[src/rtl/svp_defs.svh]
// offsets, reset values and field positions of the validity/parity bank
// assumes: included by bare name from the top module
`ifndef SVP_DEFS_SVH
`define SVP_DEFS_SVH

// register indices; the byte address is four times the index
`define SVP_IDX_AUX 16'hF69F
`define SVP_IDX_VL 16'hF6E0
`define SVP_IDX_VR 16'hF6F0
`define SVP_IDX_PL 16'hF700
`define SVP_IDX_PR 16'hF710
`define SVP_IDX_STAT 16'hF720

`define SVP_WORDS 12
`define SVP_FRAMES 192
`define SVP_RST_WORD 16'h0000
`define SVP_AUX_SEL_BIT 0
`define SVP_STAT_IDX_LSB 1
`define SVP_STAT_IDX_MSB 8

`endif

[src/rtl/svp_pkg.sv]
// types shared by the validity/parity bank
// assumes: compiled before every module that imports it
package svp_pkg;

  // bus read sequence, gray coded except the DONE to IDLE step
  typedef enum logic [1:0] {
    SVP_RD_IDLE = 2'b00,
    SVP_RD_FETCH = 2'b01,
    SVP_RD_DONE = 2'b11
  } svp_rd_e;

  // arrays first so a bank value indexes the memory instances
  typedef enum logic [2:0] {
    SVP_BANK_VL = 3'h0,
    SVP_BANK_VR = 3'h1,
    SVP_BANK_PL = 3'h2,
    SVP_BANK_PR = 3'h3,
    SVP_BANK_AUX = 3'h4,
    SVP_BANK_STAT = 3'h5,
    SVP_BANK_NONE = 3'h7
  } svp_bank_e;

  typedef struct packed {
    svp_bank_e bank;
    logic [3:0] word;
  } svp_dec_s;

endpackage

[src/rtl/svp_word_mem.sv]
// small word memory: one byte-masked write port, two registered read ports
// assumes: single clock, async active-low reset clears every word
`timescale 1ns/1ps
`default_nettype none

module svp_word_mem #(
  parameter int WIDTH = 16,
  parameter int DEPTH = 12,
  parameter int AW = 4
) (
  input wire logic clk_i,
  input wire logic arst_n_i,
  input wire logic wr_en_i,
  input wire logic [AW-1:0] wr_addr_i,
  input wire logic [WIDTH/8-1:0] wr_be_i,
  input wire logic [WIDTH-1:0] wr_data_i,
  input wire logic [AW-1:0] a_addr_i,
  output logic [WIDTH-1:0] a_data_o,
  input wire logic [AW-1:0] b_addr_i,
  output logic [WIDTH-1:0] b_data_o
);

  if (DEPTH > (1 << AW) || WIDTH % 8 != 0) begin : g_chk
    $error("svp_word_mem: DEPTH or WIDTH not served");
  end

  logic [WIDTH-1:0] mem_q [DEPTH];

  always_ff @(posedge clk_i or negedge arst_n_i) begin
    if (!arst_n_i) begin
      for (int i = 0; i < DEPTH; i++) begin
        mem_q[i] <= '0;
      end
    end else if (wr_en_i && int'(wr_addr_i) < DEPTH) begin
      for (int b = 0; b < WIDTH / 8; b++) begin
        if (wr_be_i[b]) begin
          mem_q[wr_addr_i][b*8 +: 8] <= wr_data_i[b*8 +: 8];
        end
      end
    end
  end

  // out-of-range reads return zero
  always_ff @(posedge clk_i or negedge arst_n_i) begin
    if (!arst_n_i) begin
      a_data_o <= '0;
      b_data_o <= '0;
    end else begin
      a_data_o <= (int'(a_addr_i) < DEPTH) ? mem_q[a_addr_i] : '0;
      b_data_o <= (int'(b_addr_i) < DEPTH) ? mem_q[b_addr_i] : '0;
    end
  end

endmodule // svp_word_mem

`default_nettype wire

[src/rtl/svp_regs.sv]
// validity and parity register bank of the s/pdif transmitter
// assumes: avalon-mm master with byte addresses, one clock at 250 mhz,
// frame encoder in the same clock domain asking one frame at a time
//
// Notes on behaviour
// - twelve rw 16-bit left validity words at indices F6E0..F6EB, reset zero.
// - twelve rw 16-bit right validity words at F6F0..F6FB, reset zero.
// - twelve rw 16-bit left parity words at indices F700..F70B, reset zero.
// - twelve rw 16-bit right parity words at indices F710..F71B, reset zero.
// - register bits go into frames only while the source select bit is zero.
// - select bit one makes frames carry the receiver's decoded bits instead.
//
// Added by the designer: the Avalon-MM slave port.
`timescale 1ns/1ps
`default_nettype none
`include "svp_defs.svh"

module svp_regs
  import svp_pkg::*;
#(
  parameter int WORDS = `SVP_WORDS,
  parameter int FRAMES = `SVP_FRAMES
) (
  input wire logic clk_i,
  input wire logic arst_n_i,
  // avalon-mm slave, byte address
  input wire logic [17:0] avs_address_i,
  input wire logic avs_read_i,
  input wire logic avs_write_i,
  input wire logic [3:0] avs_byteenable_i,
  input wire logic [31:0] avs_writedata_i,
  output logic [31:0] avs_readdata_o,
  output logic avs_waitrequest_o,
  // frame encoder side
  input wire logic frm_req_i,
  input wire logic [7:0] frm_idx_i,
  input wire logic rx_validity_left_i,
  input wire logic rx_validity_right_i,
  input wire logic rx_parity_left_i,
  input wire logic rx_parity_right_i,
  output logic frm_valid_o,
  output logic tx_validity_left_o,
  output logic tx_validity_right_o,
  output logic tx_parity_left_o,
  output logic tx_parity_right_o,
  output logic aux_source_select_o
);

  if (WORDS < 1 || WORDS > 16 || FRAMES < 1 || FRAMES > WORDS * 16)
  begin : g_chk
    $error("svp_regs: WORDS or FRAMES not served");
  end

  localparam logic [15:0] WORDS_W = 16'(WORDS);
  localparam logic [8:0] FRAMES_W = 9'(FRAMES);

  function automatic logic in_bank(input logic [15:0] idx,
                                   input logic [15:0] base);
    return (idx >= base) && (idx < base + WORDS_W);
  endfunction

  // map a byte address onto a bank and a word within it
  function automatic svp_dec_s decode(input logic [17:0] addr);
    logic [15:0] idx;
    svp_dec_s d;
    idx = addr[17:2];
    d.bank = SVP_BANK_NONE;
    d.word = '0;
    if (in_bank(idx, `SVP_IDX_VL)) begin
      d.bank = SVP_BANK_VL;
      d.word = 4'(idx - `SVP_IDX_VL);
    end else if (in_bank(idx, `SVP_IDX_VR)) begin
      d.bank = SVP_BANK_VR;
      d.word = 4'(idx - `SVP_IDX_VR);
    end else if (in_bank(idx, `SVP_IDX_PL)) begin
      d.bank = SVP_BANK_PL;
      d.word = 4'(idx - `SVP_IDX_PL);
    end else if (in_bank(idx, `SVP_IDX_PR)) begin
      d.bank = SVP_BANK_PR;
      d.word = 4'(idx - `SVP_IDX_PR);
    end else if (idx == `SVP_IDX_AUX) begin
      d.bank = SVP_BANK_AUX;
    end else if (idx == `SVP_IDX_STAT) begin
      d.bank = SVP_BANK_STAT;
    end
    return d;
  endfunction

  svp_dec_s dec;
  svp_rd_e rd_q;
  svp_bank_e rd_bank_q;
  logic [15:0] aux_q;
  logic [7:0] last_idx_q;
  logic [15:0] mem_a_data [4];
  logic [15:0] mem_b_data [4];
  logic [15:0] stat_word;

  assign dec = decode(avs_address_i);
  assign aux_source_select_o = aux_q[`SVP_AUX_SEL_BIT];

  // status word: live source select and last frame index served
  always_comb begin
    stat_word = `SVP_RST_WORD;
    stat_word[`SVP_AUX_SEL_BIT] = aux_q[`SVP_AUX_SEL_BIT];
    stat_word[`SVP_STAT_IDX_MSB:`SVP_STAT_IDX_LSB] = last_idx_q;
  end

  // four arrays, each with a bus port and an encoder port
  for (genvar g = 0; g < 4; g++) begin : g_bank
    svp_word_mem #(
      .WIDTH(16),
      .DEPTH(WORDS),
      .AW(4)
    ) u_mem (
      .clk_i(clk_i),
      .arst_n_i(arst_n_i),
      .wr_en_i(avs_write_i
               && dec.bank == svp_bank_e'(3'(g))),
      .wr_addr_i(dec.word),
      .wr_be_i(avs_byteenable_i[1:0]),
      .wr_data_i(avs_writedata_i[15:0]),
      .a_addr_i(dec.word),
      .a_data_o(mem_a_data[g]),
      .b_addr_i(frm_idx_i[7:4]),
      .b_data_o(mem_b_data[g])
    );
  end

  // writes take effect with no wait state; reads wait two cycles
  assign avs_waitrequest_o = avs_read_i && (rd_q != SVP_RD_DONE);

  always_ff @(posedge clk_i or negedge arst_n_i) begin
    if (!arst_n_i) begin
      rd_q <= SVP_RD_IDLE;
      rd_bank_q <= SVP_BANK_NONE;
    end else begin
      case (rd_q)
        SVP_RD_IDLE: begin
          if (avs_read_i) begin
            rd_q <= SVP_RD_FETCH;
            rd_bank_q <= dec.bank;
          end
        end
        SVP_RD_FETCH: rd_q <= SVP_RD_DONE;
        SVP_RD_DONE: rd_q <= SVP_RD_IDLE;
        default: rd_q <= SVP_RD_IDLE;
      endcase
    end
  end

  // read data come from a flop; unmapped reads return zero
  always_ff @(posedge clk_i or negedge arst_n_i) begin
    if (!arst_n_i) begin
      avs_readdata_o <= '0;
    end else if (rd_q == SVP_RD_FETCH) begin
      case (rd_bank_q)
        SVP_BANK_VL: avs_readdata_o <= {16'h0000, mem_a_data[0]};
        SVP_BANK_VR: avs_readdata_o <= {16'h0000, mem_a_data[1]};
        SVP_BANK_PL: avs_readdata_o <= {16'h0000, mem_a_data[2]};
        SVP_BANK_PR: avs_readdata_o <= {16'h0000, mem_a_data[3]};
        SVP_BANK_AUX: avs_readdata_o <= {16'h0000, aux_q};
        SVP_BANK_STAT: avs_readdata_o <= {16'h0000, stat_word};
        default: avs_readdata_o <= '0;
      endcase
    end
  end

  // source select register, reserved bits kept as written
  always_ff @(posedge clk_i or negedge arst_n_i) begin
    if (!arst_n_i) begin
      aux_q <= `SVP_RST_WORD;
    end else if (avs_write_i && dec.bank == SVP_BANK_AUX) begin
      if (avs_byteenable_i[0]) begin
        aux_q[7:0] <= avs_writedata_i[7:0];
      end
      if (avs_byteenable_i[1]) begin
        aux_q[15:8] <= avs_writedata_i[15:8];
      end
    end
  end

  // encoder pipeline: request at edge 0, bits valid after edge 1
  logic p1_vld_q;
  logic p1_inr_q;
  logic p1_sel_q;
  logic [3:0] p1_bit_q;
  logic [3:0] p1_rx_q;

  always_ff @(posedge clk_i or negedge arst_n_i) begin
    if (!arst_n_i) begin
      p1_vld_q <= 1'b0;
      p1_inr_q <= 1'b0;
      p1_sel_q <= 1'b0;
      p1_bit_q <= '0;
      p1_rx_q <= '0;
      last_idx_q <= '0;
    end else begin
      p1_vld_q <= frm_req_i;
      if (frm_req_i) begin
        p1_inr_q <= {1'b0, frm_idx_i} < FRAMES_W;
        p1_sel_q <= aux_q[`SVP_AUX_SEL_BIT];
        p1_bit_q <= frm_idx_i[3:0];
        p1_rx_q <= {rx_parity_right_i, rx_parity_left_i,
                    rx_validity_right_i, rx_validity_left_i};
        last_idx_q <= frm_idx_i;
      end
    end
  end

  always_ff @(posedge clk_i or negedge arst_n_i) begin
    if (!arst_n_i) begin
      frm_valid_o <= 1'b0;
      tx_validity_left_o <= 1'b0;
      tx_validity_right_o <= 1'b0;
      tx_parity_left_o <= 1'b0;
      tx_parity_right_o <= 1'b0;
    end else begin
      frm_valid_o <= p1_vld_q;
      if (p1_vld_q) begin
        if (p1_sel_q) begin
          tx_validity_left_o <= p1_rx_q[0];
          tx_validity_right_o <= p1_rx_q[1];
          tx_parity_left_o <= p1_rx_q[2];
          tx_parity_right_o <= p1_rx_q[3];
        end else begin
          tx_validity_left_o <= p1_inr_q && mem_b_data[0][p1_bit_q];
          tx_validity_right_o <= p1_inr_q && mem_b_data[1][p1_bit_q];
          tx_parity_left_o <= p1_inr_q && mem_b_data[2][p1_bit_q];
          tx_parity_right_o <= p1_inr_q && mem_b_data[3][p1_bit_q];
        end
      end
    end
  end

endmodule // svp_regs

`default_nettype wire

[config.mk]
export PLATFORM = sky130hd
export DESIGN_NAME = svp_regs
export DESIGN_NICKNAME = d
export VERILOG_FILES = /design/src/rtl/svp_pkg.sv /design/src/rtl/svp_word_mem.sv /design/src/rtl/svp_regs.sv
export VERILOG_INCLUDE_DIRS = /design/src /design/src/rtl
export SDC_FILE = /design/constraint.sdc
export NUM_CORES = 2
export LEC_CHECK = 0
export ABC_CLOCK_PERIOD_IN_PS = 4200
export BUFFER_PORTS_ARGS = -buffer_cell sky130_fd_sc_hd__buf_2
export CORE_MARGIN = 5
export CORE_UTILIZATION = 37
export DETAILED_ROUTE_END_ITERATION = 10
export HOLD_SLACK_MARGIN = 0.03
export PLACE_DENSITY_LB_ADDON = 0.2
export SETUP_SLACK_MARGIN = 0.5
export SLEW_MARGIN = 10
export SYNTH_ARGS = -nofsm -noshare
export SYNTH_HDL_FRONTEND = slang
export SYNTH_SLANG_ARGS = --single-unit
[constraint.sdc]
create_clock -name clk_i -period 4.2 [get_ports clk_i]
set_clock_uncertainty 0.05 [all_clocks]
set_input_delay 0.63 -clock clk_i [delete_from_list [all_inputs] [get_ports clk_i]]
set_output_delay 0.63 -clock clk_i [all_outputs]
set_load 0.005 [all_outputs]
==> impl_table.tex <==
\begin{tabular}{lr}
\hline
Metric & Value \\
\hline
\multicolumn{2}{l}{\textbf{Clock tree}} \\
Root buffer selected by CTS & sky130\_fd\_sc\_hd\_\_clkbuf\_16 \\
Count of H-tree levels built during CTS & 3 \\
Maximum number of buffers from clock root to sink & 3 \\
CTS sink cnt & 953 \\
Total of cells resized after clock tree synthesis & 0 \\
Clk Latency, worst-skew pair & 710 ps \\
Clock transition at the registers of the reported paths & 60 ps \\
Clock tree from TritonCTS & done \\
TritonCTS buffer count & 110 \\
\multicolumn{2}{l}{\textbf{Worst setup path}} \\
Setup Crit Path Kind & input pin to flip-flop \\
Type of origin of the critical path & input pin \\
Destination of the worst register-to-register timing path & avs\_readdata\_o[13] \\
R2R Setup Slk & 1500 ps \\
Slowest stage delay, CP & 630 ps \\
Worst-case reg-to-reg path depth & 6 \\
Launch instance of the worst register-to-register path & rd\_bank\_q[2] \\
Max Fanout on Critical Path & 14 \\
Family of cells with the greatest summed delay on the critical path & simple AND/OR/NAND/NOR gates \\
Standard cell with the maximum stage delay on the critical path & sky130\_fd\_sc\_hd\_\_or4b\_1 \\
Required time at the worst-slack endpoint & 4710 ps \\
Worst Path Buf+Inv & 3 \\
List of cells traversed by the critical path & buf\_2, or4b\_1, a2111oi\_4, nand3\_4, buf\_4, a2111oi\_4, buf\_4, mux2\_2 \\
Kind of end point of the critical path & flip-flop \\
Critical Path AT & 3680 ps \\
\multicolumn{2}{l}{\textbf{GRT}} \\
Global Route Usage Sum & 23.4\% \\
Maximum number of pins on one net before global-route repair & 121 \\
Wire length of the first global-routing pass & 244,000 um \\
Total congestion overflow after global routing & 0 \\
Initial antenna violation count & 6 \\
Vias in the first global route & 34,400 \\
\multicolumn{2}{l}{\textbf{Floorplanning}} \\
Core box area & 131,000 um\^{}2 \\
Row count & 133 \\
Starting Density & 37.2\% \\
Die ar. & 139,000 um\^{}2 \\
Die boundary width & 373 um \\
Count of boundary I/O pins & 110 \\
Vertical die dimension & 373 um \\
\multicolumn{2}{l}{\textbf{Timing}} \\
Worst hold slack across all endpoints & 121 ps \\
Tmin final & 3170 ps \\
TNS Setup & 0 ps \\
Final Max Tran Viols & 0 \\
Actual slew at the worst max-slew pin & 1160 ps \\
Achievable clock frequency & 0.316 GHz \\
Setup repair after global routing missed its margin & no \\
Post-route clock period utilization & 75.4\% \\
Final-report setup violation count & 0 \\
Headroom to the max-slew limit & 22.9\% \\
Count of endpoints failing hold in the final timing report & 0 \\
\multicolumn{2}{l}{\textbf{Hold path}} \\
Worst hold path depth & 2 \\
Hold\_sp & frm\_idx\_i[0] \\
Endpoint with the worst hold slack & last\_idx\_q[0] \\
Worst Hold Class & input pin to flip-flop \\
\multicolumn{2}{l}{\textbf{Synthesis}} \\
Synth area leader & sky130\_fd\_sc\_hd\_\_dfrtp\_1 \\
Top-count cell post-synth & sky130\_fd\_sc\_hd\_\_dfrtp\_1 \\
Synth top cells by count & sky130\_fd\_sc\_hd\_\_dfrtp\_1, sky130\_fd\_sc\_hd\_\_mux2\_2, sky130\_fd\_sc\_hd\_\_clkbuf\_1 \\
Adder-cell area share of the yosys netlist & 0\% \\
Xor-xnor portion of the synthesized cell area & 0.0180\% \\
Post-synth EDFFs & 0 \\
FFs w/ async S/R, synth & 100\% \\
Leading post-synthesis cells by cell area & sky130\_fd\_sc\_hd\_\_dfrtp\_1, sky130\_fd\_sc\_hd\_\_mux2\_2, sky130\_fd\_sc\_hd\_\_mux4\_2, sky130\_fd\_sc\_hd\_\_mux2i\_1, sky130\_fd\_sc\_hd\_\_clkbuf\_1 \\
Area share of the largest cell type after synthesis & 48.7\% \\
Post-Synthesis Cells & 3,769 \\
Post-synthesis instance area & 48,800 um\^{}2 \\
Sequential share of the synthesized area & 48.9\% \\
Mean instance size in the synthesized netlist & 12.9 um\^{}2 \\
Dominant combinational cell family by area after synthesis & multiplexers \\
Complex-gate fraction of the synthesized area & 8.33\% \\
Multiplexer share of the synthesized area & 34.0\% \\
Commonest register cell after synthesis & sky130\_fd\_sc\_hd\_\_dfrtp\_1 \\
Ys Warns & 0 \\
Distinct cell type count after synthesis & 65 \\
Simple-gate portion of the synthesized area & 5.81\% \\
Post-synthesis sequential element count & 953 \\
\multicolumn{2}{l}{\textbf{Layout}} \\
Number of standard cells in the final layout excluding fillers & 5,641 \\
Total of fill cells in the finished design & 12,200 \\
Synthesis-to-finish area growth & 13.9\% \\
Proportion of layout cells with a drive suffix above 1 & 39.8\% \\
Combined flip-flop and latch cell area & 23,900 um\^{}2 \\
Final core utilization & 42.3\% \\
Fin nets & 3,869 \\
Area occupied by multi-input gates & 23,700 um\^{}2 \\
\multicolumn{2}{l}{\textbf{Place}} \\
Placed cell count & 5,440 \\
Placer's final routability congestion estimate & 0.887 \\
Post-detailed-placement half-perimeter wirelength & 99,600 um \\
IO buf count & 73 \\
\multicolumn{2}{l}{\textbf{Drt}} \\
Number of nets with antenna violations after routing & 0 \\
First-pass detailed-route iteration total & 5 \\
Drt first-iter violations & 2,823 \\
Remaining DRCs & 0 \\
Routed length per placed instance & 29.3 um \\
Total wire length after detailed routing & 165,000 um \\
Mean number of vias per cell & 5.92 \\
Via count & 33,400 \\
\multicolumn{2}{l}{\textbf{Flow run}} \\
Count of max-cap constraint violations & 0 \\
\multicolumn{2}{l}{\textbf{Pwr}} \\
Static Leak & 25.9 nW \\
Worst IR drop on VDD & 0.291 mV \\
Power per unit of standard cell area & 376 nW/um\^{}2 \\
\multicolumn{2}{l}{\textbf{Run status}} \\
Outcome & completed \\
\hline
\end{tabular}
[cells by family (layout without fill, tap and decap cells)]
family / count (synthesis) / count (layout)
xor+xnor: 1 / 1
buf+inv: 357 / 458
other cells: 1 / 17
compound gates: 565 / 565
mux: 1281 / 1281
simple gates: 611 / 611
flops: 953 / 953
[metrics by stage]
stage | power [mW] | worst slack [ps] | area, um^2
after floorplan | 10.4 | 855 | 48800
after detailed placement | 11.3 | 393 | 51900
final | 20.9 | 1030 | 55500
after global placement | 11.3 | 434 | 51900
after CTS | 21.0 | 1130 | 55500
after global routing | 21.6 | 981 | 55500
[report_power, final]
part,switching (mW),internal [mW],total [mW]
logic,1.09,0.493,1.58
clock network,3.97,5.76,9.72
registers,0.266,9.29,9.55
total,5.32,15.5,20.9
[sequential cells by signal, indices dropped and copies added (netlist names)]
register and count:
aux_q 16, p1_rx_q 4, g_bank.u_mem.mem_q 768, p1_inr_q 1, tx_validity_left_o 1, frm_valid_o 1
p1_sel_q 1, last_idx_q 8, p1_vld_q 1, rd_q 2, g_bank.u_mem.a_data_o 64, tx_parity_left_o 1
avs_readdata_o 16, rd_bank_q 3, tx_parity_right_o 1, tx_validity_right_o 1, g_bank.u_mem.b_data_o 64
[per-layer routing]
layer  GRT usage, %  wire, um  part of all wire [%]
met5              0         0                     0
met2           36.6     75500                    46
met3           4.17     11800                   7.1
met1           32.9     72200                    44
met4           7.99      5800                   3.5
[layout make-up]
cell class / instances / share of cell area, %
timing repair buffer: 255 / 3.90
sequential: 953 / 43.0
antenna: 1 / 0.00451
multi-input combinational: 2474 / 42.6
clock inverter: 33 / 0.676
clock buffer: 166 / 5.88
inverter: 4 / 0.0270
tap: 1755 / 3.95
[worst register-to-register path, stage by stage, from the launching register on]
cell,delay [ps]
sky130_fd_sc_hd__dfstp_2,960
sky130_fd_sc_hd__inv_1,300
sky130_fd_sc_hd__nor3_1,520
sky130_fd_sc_hd__buf_4,250
sky130_fd_sc_hd__a221oi_1,90
sky130_fd_sc_hd__o22a_1,300
sky130_fd_sc_hd__o21ai_0,150
[layout by cell type (no fill, tap or decap), types with 66 or more instances in the layout]
| master | instances |
|---|---|
| sky130_fd_sc_hd__dfrtp_1 | 948 |
| sky130_fd_sc_hd__mux2_2 | 848 |
| sky130_fd_sc_hd__nand2_1 | 235 |
| sky130_fd_sc_hd__mux4_2 | 215 |
| sky130_fd_sc_hd__mux2i_1 | 194 |
| sky130_fd_sc_hd__buf_4 | 151 |
| sky130_fd_sc_hd__a21oi_1 | 138 |
| sky130_fd_sc_hd__nor2_1 | 124 |
| sky130_fd_sc_hd__clkbuf_16 | 111 |
| sky130_fd_sc_hd__o21ai_0 | 83 |
| sky130_fd_sc_hd__nand3_1 | 78 |
| sky130_fd_sc_hd__a221oi_1 | 72 |
| sky130_fd_sc_hd__buf_2 | 67 |
| sky130_fd_sc_hd__nor3_1 | 66 |
[how the worst max path moves through the flow]
stage                                start                    endpoint  slack [ps]  cells past startpoint
final                     avs_address_i[9]  g_bank[1].u_mem.mem_q[165]        1030                      8
after global routing      avs_address_i[9]  g_bank[1].u_mem.mem_q[163]         980                      8
after CTS                 avs_address_i[9]  g_bank[1].u_mem.mem_q[163]        1130                      8
after detailed placement  avs_address_i[9]  g_bank[1].u_mem.mem_q[162]         390                      8
after global placement    avs_address_i[9]  g_bank[1].u_mem.mem_q[162]         430                      8
after floorplan           avs_address_i[9]  g_bank[1].u_mem.mem_q[120]         850                      8
[timing repair]
| action | in CTS | in global routing |
|---|---|---|
| hold buffers | 1 | 0 |
| setup buffers | 0 | 0 |
| endpoints found under the hold margin | 44 | 0 |
Note: power is estimated with default switching activity, not from simulation.
